==> src/acr_regs_map.svh <==
`ifndef ACR_REGS_MAP_SVH
`define ACR_REGS_MAP_SVH

// ==================================================
// register indices (byte address = index * 4)
`define ACR_IDX_CFG        6'h27
`define ACR_IDX_OFS_UP     6'h28
`define ACR_IDX_OFS_LO     6'h29
`define ACR_IDX_GAIN_UP    6'h2A
`define ACR_IDX_GAIN_LO    6'h2B

// ==================================================
// reset values
`define ACR_RST_CFG        16'h0000
`define ACR_RST_OFS_UP     16'h0000
`define ACR_RST_OFS_LO     16'h0000
`define ACR_RST_GAIN_UP    16'h8000
`define ACR_RST_GAIN_LO    16'h0000

// ==================================================
// field positions and writable masks
`define ACR_CFG_PHASE_MSB  15
`define ACR_CFG_PHASE_LSB  6
`define ACR_CFG_HPO_BIT    2
`define ACR_CFG_SEL_MSB    1
`define ACR_CFG_SEL_LSB    0
`define ACR_MASK_CFG       16'hFFC7
`define ACR_MASK_UP        16'hFFFF
`define ACR_MASK_LO        16'hFF00

// ==================================================
// bus timing
`define ACR_RD_WAIT        1

`endif

==> src/acr_pkg.sv <==
package acr_pkg;

  typedef enum logic [1:0] {
    ACR_SEL_PINS    = 2'h0,
    ACR_SEL_SHORTED = 2'h1,
    ACR_SEL_TEST_P  = 2'h2,
    ACR_SEL_TEST_N  = 2'h3
  } acr_sel_t;

  typedef struct packed {
    logic [9:0] chan_phase_trim;
    logic       chan_highpass_override;
    acr_sel_t   chan_input_select;
  } acr_cfg_t;

  typedef struct packed {
    logic signed [23:0] offset;
    logic        [23:0] gain;
  } acr_cal_t;

  typedef struct packed {
    logic [7:0]  address;
    logic        read;
    logic        write;
    logic [31:0] writedata;
    logic [3:0]  byteenable;
  } acr_avl_req_t;

endpackage : acr_pkg

==> src/acr_chan_regs.sv <==
`timescale 1ns/1ps
`include "acr_regs_map.svh"

// Function
// - Config bits 15:6 hold the 10-bit two's complement phase trim in modulator cycles.
// - Config bits 5:3 are reserved and read as zero.
// - Config bit 2 at 0 leaves highpass to the global setting, at 1 disables it here.
// - Config bits 1:0 pick pins, shorted, positive test or negative test input.
// - The upper offset word holds bits 23:8 of the signed offset value.
// - The lower offset word holds offset bits 7:0 in its bits 15:8.
// - The upper gain word holds bits 23:8 of the unsigned gain value below 2.0.
// - The lower gain word holds gain bits 7:0 in its bits 15:8.
// - The upper gain word sits at 2Ah and resets to 8000h for unity gain.
// - Bits 7:0 of both lower words are reserved and read as zero.
// - The config word sits at 27h and resets to 0000h.
// - The upper offset word sits at 28h and resets to 0000h.
// - The lower offset word sits at 29h and lower gain at 2Bh, both reset 0000h.
module acr_chan_regs
  import acr_pkg::*;
(
  // clock and reset
  input  wire logic        ref_clk_i,
  input  wire logic        rst_i,
  // avalon-mm slave
  input  wire logic [7:0]  avs_address_i,
  input  wire logic        avs_read_i,
  input  wire logic        avs_write_i,
  input  wire logic [31:0] avs_writedata_i,
  input  wire logic [3:0]  avs_byteenable_i,
  output logic      [31:0] avs_readdata_o,
  output logic             avs_waitrequest_o,
  // channel controls
  input  wire logic        global_highpass_setting_i,
  output acr_cfg_t         chan_cfg_o,
  output logic             chan_highpass_en_o,
  output acr_cal_t         chan_cal_o
);

  // ==================================================
  // decode
  localparam int NREG = 5;
  logic [5:0]  idx;
  logic        aligned;
  logic [NREG-1:0] hit;
  logic [15:0] q [NREG];
  logic        rd_ready;

  assign idx     = avs_address_i[7:2];
  assign aligned = (avs_address_i[1:0] == 2'h0);

  always_comb begin
    hit = '0;
    if (aligned) begin
      unique case (idx)
        `ACR_IDX_CFG:     hit[0] = 1'b1;
        `ACR_IDX_OFS_UP:  hit[1] = 1'b1;
        `ACR_IDX_OFS_LO:  hit[2] = 1'b1;
        `ACR_IDX_GAIN_UP: hit[3] = 1'b1;
        `ACR_IDX_GAIN_LO: hit[4] = 1'b1;
        default:          hit = '0;
      endcase
    end
  end

  // ==================================================
  // storage; masks drop reserved writes
  localparam logic [15:0] RSTS  [NREG] = '{`ACR_RST_CFG, `ACR_RST_OFS_UP, `ACR_RST_OFS_LO,
                                           `ACR_RST_GAIN_UP, `ACR_RST_GAIN_LO};
  localparam logic [15:0] MASKS [NREG] = '{`ACR_MASK_CFG, `ACR_MASK_UP, `ACR_MASK_LO,
                                           `ACR_MASK_UP, `ACR_MASK_LO};

  genvar gi;
  generate
    for (gi = 0; gi < NREG; gi++) begin : g_reg
      acr_word_reg #(
        .RST  (RSTS[gi]),
        .MASK (MASKS[gi])
      ) u_reg (
        .ref_clk_i (ref_clk_i),
        .rst_i     (rst_i),
        .we_i      (avs_write_i && hit[gi]),
        .be_i      (avs_byteenable_i[1:0]),
        .wdata_i   (avs_writedata_i[15:0]),
        .q_o       (q[gi])
      );
    end
  endgenerate

  // ==================================================
  // read path: registered data, one wait cycle on reads
  acr_reg_wait u_wait (
    .ref_clk_i  (ref_clk_i),
    .rst_i      (rst_i),
    .read_i     (avs_read_i),
    .rd_ready_o (rd_ready)
  );

  logic [31:0] rdata_reg;
  logic [31:0] rdata_next;

  always_comb begin
    rdata_next = rdata_reg;
    if (avs_read_i && !rd_ready) begin
      rdata_next = 32'h0000_0000; // unmapped reads zero
      for (int i = 0; i < NREG; i++) begin
        if (hit[i]) begin
          rdata_next = {16'h0000, q[i]};
        end
      end
    end
  end

  always_ff @(posedge ref_clk_i) begin
    if (rst_i) begin
      rdata_reg <= 32'h0000_0000;
    end else begin
      rdata_reg <= rdata_next;
    end
  end

  assign avs_readdata_o    = rdata_reg;
  assign avs_waitrequest_o = avs_read_i && !rd_ready;

  // ==================================================
  // channel outputs, straight from flip-flops except the highpass enable, which is gated by the global setting
  assign chan_cfg_o.chan_phase_trim =
    q[0][`ACR_CFG_PHASE_MSB:`ACR_CFG_PHASE_LSB];
  assign chan_cfg_o.chan_highpass_override = q[0][`ACR_CFG_HPO_BIT];
  assign chan_cfg_o.chan_input_select =
    acr_sel_t'(q[0][`ACR_CFG_SEL_MSB:`ACR_CFG_SEL_LSB]);
  // global setting is a level, so the enable is simple gating
  assign chan_highpass_en_o = global_highpass_setting_i && !q[0][`ACR_CFG_HPO_BIT];
  assign chan_cal_o.offset  = {q[1], q[2][15:8]};
  assign chan_cal_o.gain    = {q[3], q[4][15:8]};
endmodule : acr_chan_regs

==> src/acr_reg_wait.sv <==
`timescale 1ns/1ps
`include "acr_regs_map.svh"

// read wait-state generator: read data are registered, so one wait cycle
module acr_reg_wait
  import acr_pkg::*;
(
  // clock and reset
  input  wire logic ref_clk_i,
  input  wire logic rst_i,
  // request
  input  wire logic read_i,
  // answer
  output logic      rd_ready_o
);

  logic rd_ready_reg;
  logic rd_ready_next;

  always_comb begin
    rd_ready_next = read_i && !rd_ready_reg;
  end

  always_ff @(posedge ref_clk_i) begin
    if (rst_i) begin
      rd_ready_reg <= 1'b0;
    end else begin
      rd_ready_reg <= rd_ready_next;
    end
  end

  assign rd_ready_o = rd_ready_reg;

endmodule : acr_reg_wait

==> src/acr_word_reg.sv <==
`timescale 1ns/1ps
`include "acr_regs_map.svh"

// one 16-bit register, only masked bits storable
module acr_word_reg
  import acr_pkg::*;
#(
  parameter logic [15:0] RST  = 16'h0000,
  parameter logic [15:0] MASK = 16'hFFFF
) (
  // clock and reset
  input  wire logic        ref_clk_i,
  input  wire logic        rst_i,
  // write port
  input  wire logic        we_i,
  input  wire logic [1:0]  be_i,
  input  wire logic [15:0] wdata_i,
  // stored value
  output logic      [15:0] q_o
);

  logic [15:0] q_reg;
  logic [15:0] q_next;

  always_comb begin
    q_next = q_reg;
    if (we_i) begin
      if (be_i[0]) begin
        q_next[7:0] = wdata_i[7:0] & MASK[7:0];
      end
      if (be_i[1]) begin
        q_next[15:8] = wdata_i[15:8] & MASK[15:8];
      end
    end
  end

  always_ff @(posedge ref_clk_i) begin
    if (rst_i) begin
      q_reg <= RST;
    end else begin
      q_reg <= q_next;
    end
  end

  assign q_o = q_reg;
endmodule : acr_word_reg
==> config.mk <==
export PLATFORM = sky130hd
export DESIGN_NAME = acr_chan_regs
export DESIGN_NICKNAME = d
export VERILOG_FILES = /design/src/acr_pkg.sv /design/src/acr_chan_regs.sv /design/src/acr_reg_wait.sv /design/src/acr_word_reg.sv
export VERILOG_INCLUDE_DIRS = /design/src /design/src/src
export SDC_FILE = /design/constraint.sdc
export NUM_CORES = 1
export LEC_CHECK = 0
export ABC_AREA = 1
export BUFFER_PORTS_ARGS = -buffer_cell sky130_fd_sc_hd__clkbuf_2
export CORE_MARGIN = 2
export CORE_UTILIZATION = 30
export CTS_CLUSTER_SIZE = 16
export DETAILED_ROUTE_END_ITERATION = 8
export PLACE_DENSITY_LB_ADDON = 0.3
export SETUP_SLACK_MARGIN = 0.2
export SLEW_MARGIN = 15
export SYNTH_ARGS = -nofsm -noshare
export SYNTH_HDL_FRONTEND = slang
export SYNTH_SLANG_ARGS = --single-unit
==> constraint.sdc <==
create_clock -name ref_clk_i -period 1.5 [get_ports ref_clk_i]
set_input_delay 0.3 -clock ref_clk_i [delete_from_list [all_inputs] [get_ports ref_clk_i]]
set_output_delay 0.3 -clock ref_clk_i [all_outputs]
set_load 0.005 [all_outputs]
* After elaboration in Yosys (flattened, before gate mapping)
Index checks and enable logic that the tools add are counted. Widths: inputs -> output; s select.
Storage, ports and cells: bits in registers 94, input port bits 49, output and inout port bits 95, logic and storage cells 44
Cells by class: equality and inequality tests 5, multiplexer cells 11, reductions and logical operators 18
Operators with widths (count):
- $mux 32 | 4
- $eq 6x6->1 const B | 5
- $mux 16 | 1
- $reduce_and 2->1 | 8
- $logic_and 1x1->1 | 7
- $mux 1 | 5
- $mux 5 | 1
- $logic_not 1->1 | 2
- $logic_not 2->1 | 1

* Logic depth before layout (Yosys ltp)
word-level depth 8, depth in mapped cells 9, mapped depth without buffers 9

* Modules after synthesis
A second synthesis with hierarchy kept.
Unflattened totals: cells, all modules 706, area total of the unflattened synthesis 4533.1 um^2
By module, submodules not included:
- acr_chan_regs | instances 1, cells each 293, area each 1779.2 um^2, seq. area each 320.3 um^2
- acr_word_reg at g_reg[2].u_reg ... | instances 2, cells each 60, area each 400.4 um^2, seq. area each 160.2 um^2
- acr_word_reg at g_reg[1].u_reg | instances 1, cells each 102, area each 683.2 um^2, seq. area each 320.3 um^2
- acr_word_reg at g_reg[3].u_reg | instances 1, cells each 100, area each 668.1 um^2, seq. area each 320.3 um^2
- acr_word_reg at g_reg[0].u_reg | instances 1, cells each 87, area each 568.0 um^2, seq. area each 260.2 um^2
- acr_reg_wait | instances 1, cells each 4, area each 33.8 um^2, seq. area each 20.0 um^2

* Least setup slack after synthesis
No wires, ideal clock.
kind input-to-reg, start point input avs_address_i[4], end point register g_reg[2].u_reg.q_reg[13], setup time 0.119 ns, data arrival time 1.153 ns, data required time 1.381 ns, slack 0.228 ns, cell stages on the path 7, path buffers 1, path through inv_2 -> nand2_2 -> nor2_4 -> nand3_1 -> buf_2 -> o21ai_0 -> a21oi_1
Between the ends: word-level cells in the longest chain between the ends 5
RTL lines:
- start, declared | line acr_chan_regs.sv:25 | input wire logic [7:0] avs_address_i,
- $eq 6x6->1 | line acr_chan_regs.sv:54 | unique case (idx)
- $mux 1 | line acr_chan_regs.sv:54
- $mux 5 | line acr_chan_regs.sv:53 | if (aligned) begin
- $logic_and 1x1->1 | line acr_chan_regs.sv:81 | .we_i (avs_write_i && hit[gi]),
- $reduce_and 2->1 (no source line)
- end signal, assigned | line acr_word_reg.sv:41 | q_reg <= q_next;
- end, declared | line acr_word_reg.sv:22 | logic [15:0] q_reg;
No other way between the ends. A chain may end at the register's enable or synchronous reset.

* Final worst setup path
start point register u_wait.rd_ready_reg (netlist: u_wait.rd_ready_o), end point output avs_waitrequest_o
Between the ends: word-level cells in the longest chain between the ends 2
RTL lines:
- start, declared | line acr_reg_wait.sv:17 | logic rd_ready_reg;
- start signal, assigned | line acr_reg_wait.sv:28 | rd_ready_reg <= rd_ready_next;
- $logic_not 1->1 | line acr_chan_regs.sv:122 | assign avs_waitrequest_o = avs_read_i && !rd_ready;
- $logic_and 1x1->1 | line acr_chan_regs.sv:122
- end, declared | line acr_chan_regs.sv:31 | output logic avs_waitrequest_o,
No other way between the ends.

==> flow_metrics.tcl <==
set metrics [dict create \
    status "finished, final reports clean" \
    cts_max_level 3 \
    whs_endpoint "g_reg[3].u_reg.q_o[4]" \
    ys_ff_latch 78 \
    async_reset_ff_frac 0 \
    slew_viol_final 0 \
    period_share 0.807 \
    synth_common_cells "dfxtp_1 (78), inv_1 (71), a21oi_1 (55)" \
    syn_area_um2 3590 \
    hold_class "in2reg" \
    yosysMostFrequentCell "dfxtp_1" \
    avgSynthCellArea_um2 7.25 \
    dr_total_vias 3651 \
    diodes 0 \
    drt_first_iter_violations 215 \
    cp.arrival_ns 0.91 \
    ys_seq_area_frac 0.435 \
    cts_root_buf "clkbuf_16" \
    layout-drive-gt1-share 0.282 \
    synth_ff_type "dfxtp_1" \
    skew_ns 0.00630 \
    antenna_found_initial 0 \
    endpoint_kind "primary output" \
    num_io_pins 144 \
    crit_type "reg2out" \
    die_h_um 113 \
    placedInstanceArea_um2 4390 \
    die_area_um2 12900 \
    core-area_um2 11600 \
    rsz0062_at_grt "false" \
    rows 39 \
    vias_per_cell 4.75 \
    worst_ep_required_time_ns 1.20 \
    start_util 0.310 \
    period_minus_slack_ns 1.21 \
    synth_edf_count 0 \
    gp_congestion 0.839 \
    r2r_slack_ns 0.47 \
    grt_use_total 0.165 \
    grt_overflow 0 \
    crit_path_max_fanout 3 \
    critical_path.top_delay_family "flip-flops" \
    tritoncts "built" \
    wl_per_cell_um 13.9 \
    hold_violations 0 \
    powerDensity_nw_per_um2 964 \
    insertion_delay_ns 0.33 \
    cts_made_buffers 9 \
    post-cts-setup-buffers 0 \
    cpPeakStageDelay_ns 0.32 \
    firstDrtPassIters 4 \
    die_width_um 113 \
    hp-start "avs_writedata_i[4]" \
    timing.rr.end "avs_readdata_o[11]" \
    ctsHoldBuffers 0 \
    setup_viol 0 \
    area_growth_pct 30.8 \
    ir_drop_mv 0.466 \
    fmaxAchievable_ghz 0.826 \
    cts-resized-gates 0 \
    cts.sinks 78 \
    synthTopCellsByArea "dfxtp_1 (44%), a21oi_1 (7.7%), inv_1 (7.4%)" \
    path_cells "nor2_4, clkbuf_2" \
    slowest_stage "dfxtp_1" \
    stdcell_area_um2 4690 \
    routed_wl_um 10700 \
    yosys.area.top_type "dfxtp_1" \
    fill_cells 1206 \
    cts_max_path_buffers 2 \
    ant_nets 0 \
    grt_max_degree 51 \
    worst-path-buf-inv 1 \
    grt_pass1_wl_um 16700 \
    synth_cell_types 24 \
    p_total_w 0.00452 \
    drc 0 \
    dpl.hpwl_um 7980 \
    io_buffer_count 109 \
    yosysTopAreaCellShare 0.435 \
    start_kind "flip-flop" \
    num-nets-final 669 \
    maxCapViolations 0 \
    hold_depth 3 \
    ys_warn_count 0 \
    synthCells 495 \
    rr_startpoint "u_wait.rd_ready_o" \
    rr_worst_depth 5 \
    path_clk_slew_ns 0.06 \
    grt_pass1_vias 3371 \
    leakage_nw 2.09 \
]
==> metal layers <==
layer  GRT usage  share of wire  vias to the layer above
li1            -              -                     1843
met1       0.202           0.43                     1659
met2       0.281           0.48                      138
met3      0.0505          0.078                       11
met4      0.0463         0.0097                        0
met5           0              0                        -
==> cell families (layout without fill, tap and decap cells) <==
family / count (synthesis) / count (layout) / synth area share
AND/OR/NAND/NOR: 172 / 173 / 0.232
AO/OA/AOI/OAI: 127 / 127 / 0.187
buffers and inverters: 117 / 231 / 0.145
flip-flops: 78 / 78 / 0.435
other: 1 / 16 / 0.00105
==> where the power goes <==
group	total, W	switching [W]	internal, W	leakage (nW)
clock	0.00211	0.000887	0.00122	0.135
combinational	0.000318	0.000207	0.000111	1.33
sequential	0.00210	0.00000862	0.00209	0.630
==> worst max-delay path by stage <==
stage,slack (ns),endpoint,cells after the start,from
6_report,0.29,avs_waitrequest_o,2,u_wait.rd_ready_o
3_5_place_dp,-0.008,g_reg[0].u_reg.q_o[0],6,avs_address_i[6]
3_3_place_gp,0.009,avs_readdata_o[11],11,avs_address_i[6]
5_1_grt,0.21,avs_readdata_o[10],8,avs_address_i[6]
2_1_floorplan,0.23,g_reg[2].u_reg.q_o[13],7,avs_address_i[4]
4_1_cts,0.22,avs_waitrequest_o,2,u_wait.rd_ready_o
==> layout by cell type, fill, tap and decap left out <==
cell	instances
clkbuf_2	109
dfxtp_1	78
inv_1	71
a21oi_1	55
nor2_1	49
nand2_1	46
nand3_1	45
o21ai_0	44
buf_4	25
conb_1	16
nand4_1	15
o21ai_1	14
a211oi_1	13
clkbuf_16	9
nor2_4	7
inv_2	6
nor2_2	4
nand3_2	3
clkinvlp_4	3
buf_12	3
clkbuf_8	2
inv_6	2
nand2_2	1
nor3_2	1
nand4_2	1
clkinv_1	1
nor3_1	1
o211ai_1	1
==> registers in the layout (all words and copies together), names as in the netlist <==
| signal | cells |
|---|---|
| u_wait.rd_ready_o | 1 |
| avs_readdata_o | 16 |
| g.u_reg.q_o | 61 |
==> layout make-up <==
cell class | count | area [um^2] | share of cell area
multi-input cells | 316 | 1570 | 0.335
flip-flops and latches | 78 | 1560 | 0.333
repair buffers | 137 | 793 | 0.169
inverters | 78 | 293 | 0.0624
clock buffers | 11 | 253 | 0.0539
well taps | 143 | 179 | 0.0381
clock inverters | 5 | 40.0 | 0.00853
==> worst register-to-register path: stages (launching register included) <==
cell and delay, ns:
dfxtp_1 0.32, nor2_4 0.13, buf_4 0.26, nand2_1 0.09
inv_1 0.05, a21oi_1 0.06
==> stage by stage <==
step / TNS [ns] / setup WS (ns) / instances / hold slack, ns / utilization
6_report: 0 / 0.290 / 768 / 0.204 / 0.406
5_1_grt: 0 / 0.205 / 768 / 0.200 / 0.406
4_1_cts: 0 / 0.222 / 767 / 0.188 / 0.405
3_5_place_dp: -0.0251 / -0.00823 / 751 / 0.454 / 0.380
3_3_place_gp: 0 / 0.00928 / 751 / 0.450 / 0.380
2_1_floorplan: 0 / 0.228 / 510 / 0.378 / -
(Power assumes the default switching activity.)
